File: src/wdtu_pkg.sv
package wdtu_pkg;

    // ------------------------------------------------------------
    // Register addresses
    // ------------------------------------------------------------
    localparam logic [15:0] ADDR_TCS_WR   = 16'hFF74;
    localparam logic [15:0] ADDR_RCS_WR   = 16'hFF76;
    localparam logic [15:0] ADDR_TCS_RD   = 16'hFF74;
    localparam logic [15:0] ADDR_CNT_RD   = 16'hFF75;
    localparam logic [15:0] ADDR_RCS_RD   = 16'hFF77;

    // ------------------------------------------------------------
    // Write keys in the upper byte of a word write
    // ------------------------------------------------------------
    localparam logic [7:0]  KEY_COUNTER   = 8'h5A;
    localparam logic [7:0]  KEY_CONTROL   = 8'hA5;
    localparam logic [7:0]  KEY_RCS_BITS  = 8'h5A;
    localparam logic [7:0]  KEY_WD_OVERFLOW_FLAG_CLR  = 8'hA5;
    localparam logic [7:0]  WD_OVERFLOW_FLAG_CLR_DATA = 8'h00;

    // ------------------------------------------------------------
    // Field positions
    // ------------------------------------------------------------
    localparam int TCS_OVF_BIT   = 7;
    localparam int TCS_MODE_BIT  = 6;
    localparam int TCS_TME_BIT   = 5;
    localparam int TCS_CKS_MSB   = 2;
    localparam int RCS_WD_OVERFLOW_FLAG_BIT  = 7;
    localparam int RCS_CHIP_RESET_ENABLE_BIT  = 6;
    localparam int RCS_RESET_TYPE_SELECT_BIT  = 5;

    // ------------------------------------------------------------
    // Reset values and fixed read bits
    // ------------------------------------------------------------
    localparam logic [7:0]  TCS_FIXED_ONES = 8'h18;
    localparam logic [7:0]  RCS_FIXED_ONES = 8'h1F;
    localparam logic [7:0]  CNT_RESET      = 8'h00;
    localparam logic [7:0]  CNT_ALL_ONES   = 8'hFF;
    localparam logic [2:0]  CKS_RESET      = 3'h0;
    localparam logic [7:0]  RD_UNMAPPED    = 8'h00;

    // ------------------------------------------------------------
    // Timing: one state is one system clock period
    // ------------------------------------------------------------
    localparam int CLK_PER_STATE      = 1;
    localparam int CHIP_RST_STATES    = 518;
    localparam int WR_BLOCK_STATES    = 132;
    localparam int CHIP_RST_CYCLES    = CHIP_RST_STATES * CLK_PER_STATE;
    localparam int WR_BLOCK_CYCLES    = WR_BLOCK_STATES * CLK_PER_STATE;

    // ------------------------------------------------------------
    // Prescaler taps, as log2 of the divisor per clock-select code
    // ------------------------------------------------------------
    localparam int PRE_W = 17;
    localparam logic [7:0][4:0] TAP_LOG2_DEFAULT = {
        5'h11, 5'h0F, 5'h0D, 5'h0B, 5'h09, 5'h07, 5'h05, 5'h01
    };

endpackage

File: src/wdtu_hold_timer.sv
module wdtu_hold_timer
    import wdtu_pkg::*;
#(
    parameter int COUNT = 4
) (
    input  wire logic sys_clk,
    input  wire logic sys_rst,
    input  wire logic start,
    output logic      active
);

    localparam int CW = $clog2(COUNT + 1);
    localparam logic [CW-1:0] LOAD = CW'(COUNT - 1);

    logic [CW-1:0] cnt_q;
    logic [CW-1:0] cnt_d;
    logic          active_q;
    logic          active_d;

    // Restart on a new start keeps the full length from the latest event
    always_comb begin
        cnt_d    = cnt_q;
        active_d = active_q;
        if (start) begin
            cnt_d    = LOAD;
            active_d = 1'b1;
        end else if (active_q) begin
            if (cnt_q == '0) begin
                active_d = 1'b0;
            end else begin
                cnt_d = cnt_q - CW'(1);
            end
        end
    end

    always_ff @(posedge sys_clk) begin
        if (sys_rst) begin
            cnt_q    <= '0;
            active_q <= 1'b0;
        end else begin
            cnt_q    <= cnt_d;
            active_q <= active_d;
        end
    end

    assign active = active_q;

endmodule

File: src/wdtu_prescaler.sv
module wdtu_prescaler
    import wdtu_pkg::*;
#(
    parameter int              WIDTH    = PRE_W,
    parameter logic [7:0][4:0] TAP_LOG2 = TAP_LOG2_DEFAULT
) (
    input  wire logic       sys_clk,
    input  wire logic       sys_rst,
    input  wire logic [2:0] clkSel,
    output logic            tick
);

    logic [WIDTH-1:0] div_q;
    logic [WIDTH-1:0] div_d;
    logic [WIDTH-1:0] mask;

    // ------------------------------------------------------------
    // Free-running divider; taps never restart, so a mid-run select
    // change can give one short period
    // ------------------------------------------------------------
    always_comb begin
        div_d = div_q + WIDTH'(1);
        mask  = WIDTH'((64'h1 << TAP_LOG2[clkSel]) - 64'h1);
    end

    always_ff @(posedge sys_clk) begin
        if (sys_rst) begin
            div_q <= '0;
        end else begin
            div_q <= div_d;
        end
    end

    assign tick = ((div_q & mask) == mask);

endmodule

File: src/wdtu_watchdog_unit.sv
// Overview of operation
// - Counter increments on selected tick only while enabled; disable clears it to zero.
// - Counter wrap from all ones to zero sets the overflow flag in interval mode.
// - Flags clear only by reading them as 1 then writing 0 (1 ignored), or for the overflow flag by watchdog overflow.
// - Watchdog overflow clears the overflow flag, with or without chip reset enabled.
// - Control bit 6 picks interval mode (0) or watchdog mode (1), resets 0.
// - Clock-select codes 000, 101, 110 give divide by 2, 8192, 32768.
// - Reserved control bits 4,3 and reset-control bits 4..0 read one.
// - Watchdog overflow flag sets only on overflow in watchdog mode.
// - Chip reset enable gates internal reset; counter and control reset regardless.
// - Reset-type select 0 means power-on reset; software never writes 1.
// - Reset-control register initialises only from pin reset, survives internal reset.
// - Pin reset coinciding with overflow wins and leaves watchdog flag clear.
// - Internal reset output stays asserted for 518 system-clock states.
// - Interval mode overflow sets flag; interrupt request follows the flag.
// - Word write at shared address: key 5A to counter, A5 to control.
// - Word write key 5A at reset-control address loads enable and select bits.
// - Word write A5 with zero data clears watchdog flag, keeps other bits.
// - Byte reads at three distinct addresses return control, counter, reset-control.
// - Counter write in the same cycle as a tick keeps the written value.
// - For 132 states after overflow writes ignored, watchdog flag reads not acknowledged.
module wdtu_watchdog_unit
    import wdtu_pkg::*;
#(
    parameter logic [7:0][4:0] TAP_LOG2      = TAP_LOG2_DEFAULT,
    parameter int              CHIP_RST_LEN  = CHIP_RST_CYCLES,
    parameter int              WR_BLOCK_LEN  = WR_BLOCK_CYCLES
) (
    input  wire logic        sys_clk,
    input  wire logic        sys_rst,
    input  wire logic [15:0] busAddr,
    input  wire logic        busWriteEn,
    input  wire logic        busWordAccess,
    input  wire logic [15:0] busWdata,
    input  wire logic        busReadEn,
    output logic [7:0]       busRdata,
    output logic             chipResetOut,
    output logic             resetTypeSel,
    output logic             intervalIrq
);

    // ------------------------------------------------------------
    // State
    // ------------------------------------------------------------
    logic [7:0] cnt_q;
    logic [7:0] cnt_d;
    logic       ovf_q;
    logic       ovf_d;
    logic       mode_q;
    logic       mode_d;
    logic       tme_q;
    logic       tme_d;
    logic [2:0] cks_q;
    logic [2:0] cks_d;
    logic       wd_overflow_flag_q;
    logic       wd_overflow_flag_d;
    logic       chip_reset_enable_q;
    logic       chip_reset_enable_d;
    logic       reset_type_select_q;
    logic       reset_type_select_d;
    logic       ovfArmed_q;
    logic       ovfArmed_d;
    logic       wovfArmed_q;
    logic       wovfArmed_d;
    logic [7:0] rdata_q;
    logic [7:0] rdata_d;
    logic       irq_q;
    logic       irq_d;

    logic       tick;
    logic       overflow;
    logic       wdOverflow;
    logic       chipRstStart;
    logic       blocked;
    logic       chipRstActive;

    logic       wrWord;
    logic       wrCounter;
    logic       wrControl;
    logic       wrRcsBits;
    logic       wrWovfClr;
    logic       rdTcs;
    logic       rdRcs;
    logic [7:0] tcsView;
    logic [7:0] rcsView;

    // ------------------------------------------------------------
    // Clock source
    // ------------------------------------------------------------
    wdtu_prescaler #(
        .WIDTH    (PRE_W),
        .TAP_LOG2 (TAP_LOG2)
    ) u_prescaler (
        .sys_clk  (sys_clk),
        .sys_rst  (sys_rst),
        .clkSel   (cks_q),
        .tick     (tick)
    );

    // ------------------------------------------------------------
    // Hold windows after overflow
    // ------------------------------------------------------------
    wdtu_hold_timer #(
        .COUNT   (CHIP_RST_LEN)
    ) u_chip_rst (
        .sys_clk (sys_clk),
        .sys_rst (sys_rst),
        .start   (chipRstStart),
        .active  (chipRstActive)
    );

    wdtu_hold_timer #(
        .COUNT   (WR_BLOCK_LEN)
    ) u_wr_block (
        .sys_clk (sys_clk),
        .sys_rst (sys_rst),
        .start   (overflow),
        .active  (blocked)
    );

    // ------------------------------------------------------------
    // Bus decode
    // ------------------------------------------------------------
    // Byte writes never reach these registers; the key guards stray stores
    always_comb begin
        wrWord    = busWriteEn && busWordAccess && !blocked;
        wrCounter = wrWord && busAddr == ADDR_TCS_WR
                    && busWdata[15:8] == KEY_COUNTER;
        wrControl = wrWord && busAddr == ADDR_TCS_WR
                    && busWdata[15:8] == KEY_CONTROL;
        wrRcsBits = wrWord && busAddr == ADDR_RCS_WR
                    && busWdata[15:8] == KEY_RCS_BITS;
        wrWovfClr = wrWord && busAddr == ADDR_RCS_WR
                    && busWdata[15:8] == KEY_WD_OVERFLOW_FLAG_CLR
                    && busWdata[7:0] == WD_OVERFLOW_FLAG_CLR_DATA;
        rdTcs     = busReadEn && busAddr == ADDR_TCS_RD;
        rdRcs     = busReadEn && busAddr == ADDR_RCS_RD;
    end

    // ------------------------------------------------------------
    // Overflow detection
    // ------------------------------------------------------------
    // A tick lost to a counter write cannot overflow either
    always_comb begin
        overflow     = tme_q && tick && !wrCounter && cnt_q == CNT_ALL_ONES;
        wdOverflow   = overflow && mode_q;
        chipRstStart = wdOverflow && chip_reset_enable_q;
    end

    // ------------------------------------------------------------
    // Counter and control/status
    // ------------------------------------------------------------
    always_comb begin
        cnt_d      = cnt_q;
        ovf_d      = ovf_q;
        mode_d     = mode_q;
        tme_d      = tme_q;
        cks_d      = cks_q;
        ovfArmed_d = ovfArmed_q;
        if (rdTcs && ovf_q) begin
            ovfArmed_d = 1'b1;
        end
        if (wrControl) begin
            mode_d = busWdata[TCS_MODE_BIT];
            tme_d  = busWdata[TCS_TME_BIT];
            cks_d  = busWdata[TCS_CKS_MSB:0];
            if (!busWdata[TCS_OVF_BIT] && ovfArmed_q) begin
                ovf_d      = 1'b0;
                ovfArmed_d = 1'b0;
            end
        end
        if (wrCounter) begin
            cnt_d = busWdata[7:0];
        end else if (tme_q && tick) begin
            cnt_d = cnt_q + 8'h01;
        end
        if (!tme_d) begin
            cnt_d = CNT_RESET;
        end
        if (overflow) begin
            ovf_d = 1'b1;
        end
        // Watchdog overflow resets counter and control, clearing the flag too
        if (wdOverflow) begin
            cnt_d      = CNT_RESET;
            ovf_d      = 1'b0;
            mode_d     = 1'b0;
            tme_d      = 1'b0;
            cks_d      = CKS_RESET;
            ovfArmed_d = 1'b0;
        end
    end

    always_ff @(posedge sys_clk) begin
        if (sys_rst) begin
            cnt_q      <= CNT_RESET;
            ovf_q      <= 1'b0;
            mode_q     <= 1'b0;
            tme_q      <= 1'b0;
            cks_q      <= CKS_RESET;
            ovfArmed_q <= 1'b0;
        end else begin
            cnt_q      <= cnt_d;
            ovf_q      <= ovf_d;
            mode_q     <= mode_d;
            tme_q      <= tme_d;
            cks_q      <= cks_d;
            ovfArmed_q <= ovfArmed_d;
        end
    end

    // ------------------------------------------------------------
    // Reset control/status
    // ------------------------------------------------------------
    // Only the pin reset reaches these bits, never the internal reset
    always_comb begin
        wd_overflow_flag_d      = wd_overflow_flag_q;
        chip_reset_enable_d      = chip_reset_enable_q;
        reset_type_select_d      = reset_type_select_q;
        wovfArmed_d = wovfArmed_q;
        if (rdRcs && wd_overflow_flag_q && !blocked) begin
            wovfArmed_d = 1'b1;
        end
        if (wrRcsBits) begin
            chip_reset_enable_d = busWdata[RCS_CHIP_RESET_ENABLE_BIT];
            reset_type_select_d = busWdata[RCS_RESET_TYPE_SELECT_BIT];
        end
        if (wrWovfClr && wovfArmed_q) begin
            wd_overflow_flag_d      = 1'b0;
            wovfArmed_d = 1'b0;
        end
        // Setting beats a simultaneous clear
        if (wdOverflow) begin
            wd_overflow_flag_d      = 1'b1;
            wovfArmed_d = 1'b0;
        end
    end

    // Pin reset wins over a coincident overflow and leaves the flag clear
    always_ff @(posedge sys_clk) begin
        if (sys_rst) begin
            wd_overflow_flag_q      <= 1'b0;
            chip_reset_enable_q      <= 1'b0;
            reset_type_select_q      <= 1'b0;
            wovfArmed_q <= 1'b0;
        end else begin
            wd_overflow_flag_q      <= wd_overflow_flag_d;
            chip_reset_enable_q      <= chip_reset_enable_d;
            reset_type_select_q      <= reset_type_select_d;
            wovfArmed_q <= wovfArmed_d;
        end
    end

    // ------------------------------------------------------------
    // Read data and outputs
    // ------------------------------------------------------------
    always_comb begin
        tcsView = TCS_FIXED_ONES;
        tcsView[TCS_OVF_BIT]  = ovf_q;
        tcsView[TCS_MODE_BIT] = mode_q;
        tcsView[TCS_TME_BIT]  = tme_q;
        tcsView[TCS_CKS_MSB:0] = cks_q;
        rcsView = RCS_FIXED_ONES;
        rcsView[RCS_WD_OVERFLOW_FLAG_BIT] = wd_overflow_flag_q;
        rcsView[RCS_CHIP_RESET_ENABLE_BIT] = chip_reset_enable_q;
        rcsView[RCS_RESET_TYPE_SELECT_BIT] = reset_type_select_q;
        rdata_d = rdata_q;
        if (busReadEn) begin
            unique case (busAddr)
                ADDR_TCS_RD: rdata_d = tcsView;
                ADDR_CNT_RD: rdata_d = cnt_q;
                ADDR_RCS_RD: rdata_d = rcsView;
                default:     rdata_d = RD_UNMAPPED;
            endcase
        end
        // Request level tracks the flag, only outside watchdog mode
        irq_d = ovf_d && !mode_d;
    end

    always_ff @(posedge sys_clk) begin
        if (sys_rst) begin
            rdata_q <= RD_UNMAPPED;
            irq_q   <= 1'b0;
        end else begin
            rdata_q <= rdata_d;
            irq_q   <= irq_d;
        end
    end

    assign busRdata     = rdata_q;
    assign intervalIrq  = irq_q;
    assign chipResetOut = chipRstActive;
    assign resetTypeSel = reset_type_select_q;

endmodule

File: config.mk
export PLATFORM = sky130hd
export DESIGN_NAME = wdtu_watchdog_unit
export DESIGN_NICKNAME = d
export VERILOG_FILES = /design/src/wdtu_pkg.sv /design/src/wdtu_hold_timer.sv /design/src/wdtu_prescaler.sv /design/src/wdtu_watchdog_unit.sv
export SDC_FILE = /design/constraint.sdc
export NUM_CORES = 1
export LEC_CHECK = 0
export BUFFER_PORTS_ARGS = -buffer_cell sky130_fd_sc_hd__clkbuf_2
export CORE_MARGIN = 2
export CORE_UTILIZATION = 45
export CTS_BUF_LIST = sky130_fd_sc_hd__clkbuf_4
export CTS_CLUSTER_SIZE = 40
export DETAILED_ROUTE_END_ITERATION = 12
export PLACE_DENSITY = 0.73
export SKIP_LAST_GASP = 1
export SLEW_MARGIN = 0
export SYNTH_ARGS = -nofsm -noshare
export SYNTH_HDL_FRONTEND = slang
export SYNTH_SLANG_ARGS = --single-unit
File: constraint.sdc
create_clock -name sys_clk -period 4 [get_ports sys_clk]
set_input_delay 0.2 -clock sys_clk [delete_from_list [all_inputs] [get_ports sys_clk]]
set_output_delay 0.2 -clock sys_clk [all_outputs]
set_load 0.02 [all_outputs]
==> reports/qor.txt <==
status = finished clean
WS Path Type = reg -> reg
count of final max-slew check failures = 0
max cap viols = 0
Pre-antenna DRT Iters = 4
vias per inst = 5.39
min Tclk post-route = 2.97 ns
Syn Std Cell Area = 3480 µm²
initial detailed-routing violation count = 178
maximum vdd drop = 0.229 mV
Required @ worst endpoint = 4.28 ns
Yosys top cell area share = 39.7%
clk buf depth = 2
width of the die = 91.9 µm
register clock-pin slew on the reported worst setup and hold paths = 0.12 ns
Vias = 2990
share of cells above drive strength 1 = 17.9%
GRT Total Usage = 18.4%
H-tree depth = 3
CP arrival = 3.25 ns
Chip Height = 91.9 µm
fill cell count = 756
vias in the first global route = 2778
Top FF cell, synth = dfxtp_1
sum of negative setup slack = 0 ns
routed wire length per instance = 13.1 µm
Fmax = 337 MHz
Total Wirelength = 7280 µm
Fin. Hold Viols = 0
Finished Layout Cells = 555
Num CTS Buffers = 9
post-CTS setup buffers = 0
DRC = 0
Least-Margin Pin Slew = 0.887 ns
unrepaired setup endpoints after global routing = no
ANT nets after route = 0
Clk Latency, worst-skew pair = 0.41 ns
Util after Layout = 51.1%
CP Capture Type = flop
synth unique cells = 48
Synth async-reset ratio = 0%
Mapped Cells = 408
largest net degree at the start of global routing = 44
worst r2r path cells = 11
area leader, netlist = dfxtp_1
Ys Warns = 0
Core Area = 7610 µm²
Hold Path Stages = 3
clock sink count = 69
P&R area growth vs syn = 11.7%
type of origin of the critical path = flop
Pwr Density = 293 nW/µm²
I/O pin total = 48
Syn Area/Cell = 8.52 µm²
CTS tree = done
post-CTS sizing = 0
Cells after DPL = 539
number of synthesized flops with an enable pin = 0
period utilisation layout = 74.2%
Clock Skew = 0.0111 ns
total gr overflow = 0
top cells by area, synth = dfxtp_1 40%, nor2_1 6.4%, xnor2_1 4.5%
Power Total = 1140 µW
flops & latches, synth = 69
Placement Setup Slack = 1.05 ns
floorplan row count = 32
Final WS setup = 1.03 ns
post-synthesis sequential area ratio = 39.7%
RD Place Congestion = 0.866
DP Wirelength = 5410 µm
first-pass GRT wire length = 12700 µm
CTS Hold Bufs = 0
number of I/O port buffers = 47
Die Area = 8440 µm²
slew margin rel. = 40.9%
CTS Root Cell = clkbuf_4
Layout Nets = 491
ANT cells = 0
Synth Net Count = 451
CP max FO = 13
initial antenna violation count = 0
Leak Pwr = 0.00145 µW
Final setup viols = 0
hold crit path type = in -> reg
initial core utilization = 45.7%
[placed cells by master, fill, tap and decap left out, drive strengths merged, types with 10 or more instances in the layout]
cell / count
o21ai: 20
mux2i: 10
nor3: 12
a211oi: 11
clkbuf: 57
nor2: 59
dfxtp: 69
nand3: 15
or3: 14
xor2: 16
xnor2: 18
nand2: 24
a21oi: 28
nand4: 18
nand2b: 14
[registers in the layout, summed over array words and instances (netlist names), 3 cells and up, named ones only]
name and count:
cnt_q 8, u_wr_block.cnt_q 8, cks_q 3, u_prescaler.div_q 17
u_chip_rst.cnt_q 10, busRdata 8
[through the flow]
| stage | hold WS (ns) | cell area (µm²) |
|---|---|---|
| final | 0.113 | 3880 |
| after floorplan | 0.344 | 3480 |
| after detailed placement | 0.452 | 3770 |
| after CTS | 0.0871 | 3880 |
| after global routing | 0.0962 | 3880 |
| after global placement | 0.448 | 3770 |
[final cells by class]
cell class	count	area (µm²)	area share (%)
Clock buffer	10	75.1	1.93
Clock inverter	6	40.0	1.03
Inverter	8	30.0	0.773
Multi-Input combinational cell	312	1990	51.2
Sequential cell	69	1380	35.6
Tap cell	102	128	3.29
Timing Repair Buffer	48	243	6.25
[worst paths after layout]
check | startpoint | end | slack (ns)
hold / removal | busWdata[7] | cnt_q[7] | 0.11
setup / recovery | flop | cnt_q[6] | 1.03
setup reg to reg | flop | cnt_q[6] | 1.03
hold reg to reg | u_prescaler.div_q[0] | u_prescaler.div_q[0] | 0.47
[layer usage]
layer / routed length (µm) / share of wire [%] / global-route usage, % / vias up
met2: 3330 / 46 / 29.2 / 60
met4: 146 / 2.0 / 8.58 / 0
met1: 3490 / 48 / 24.2 / 1380
met3: 308 / 4.2 / 3.45 / 14
li1: - / - / - / 1536
met5: 0 / 0 / 0 / -
[cell usage after synthesis (all sizes together) (2+ instances only)]
cell and instances:
dfxtp 69, nor2 59, a21oi 28, nand2 24, o21ai 20, nand4 18
xnor2 18, xor2 16, nand3 15, nand2b 14, or3 14, clkbuf 13
nor3 12, a211oi 11, mux2i 10, inv 8, buf 6, ha 6
nor2b 6, nor4 6, o211ai 5, and2 4, nor4b 4, and3 2
nand3b 2, nor4bb 2, or2 2
[kinds of logic after synthesis]
family | count (synthesis) | synth area share [%]
flops | 69 | 39.7
compound gates | 71 | 13.3
buf+inv | 27 | 3.28
xor+xnor | 34 | 8.57
mux | 11 | 3.20
simple gates | 190 | 29.7
fa+ha+maj | 6 | 2.16
[power breakdown]
part,switching [µW],internal [µW],total (µW)
clock,257,134,390
combinational,33.5,23.4,56.9
sequential,2.54,689,692
[critical path, cell delays in order (launching register included)]
cell and delay (ns):
dfxtp_1 0.39, nor2_1 0.18, nand2_1 0.11, ha_1 0.27
nor2b_1 0.16, nor3_1 0.18, nand3_1 0.11, nor4_2 0.28
buf_4 0.22, a31o_1 0.40, or2_1 0.46, a211oi_2 0.08
No activity file was read; power rests on OpenSTA's default activity.
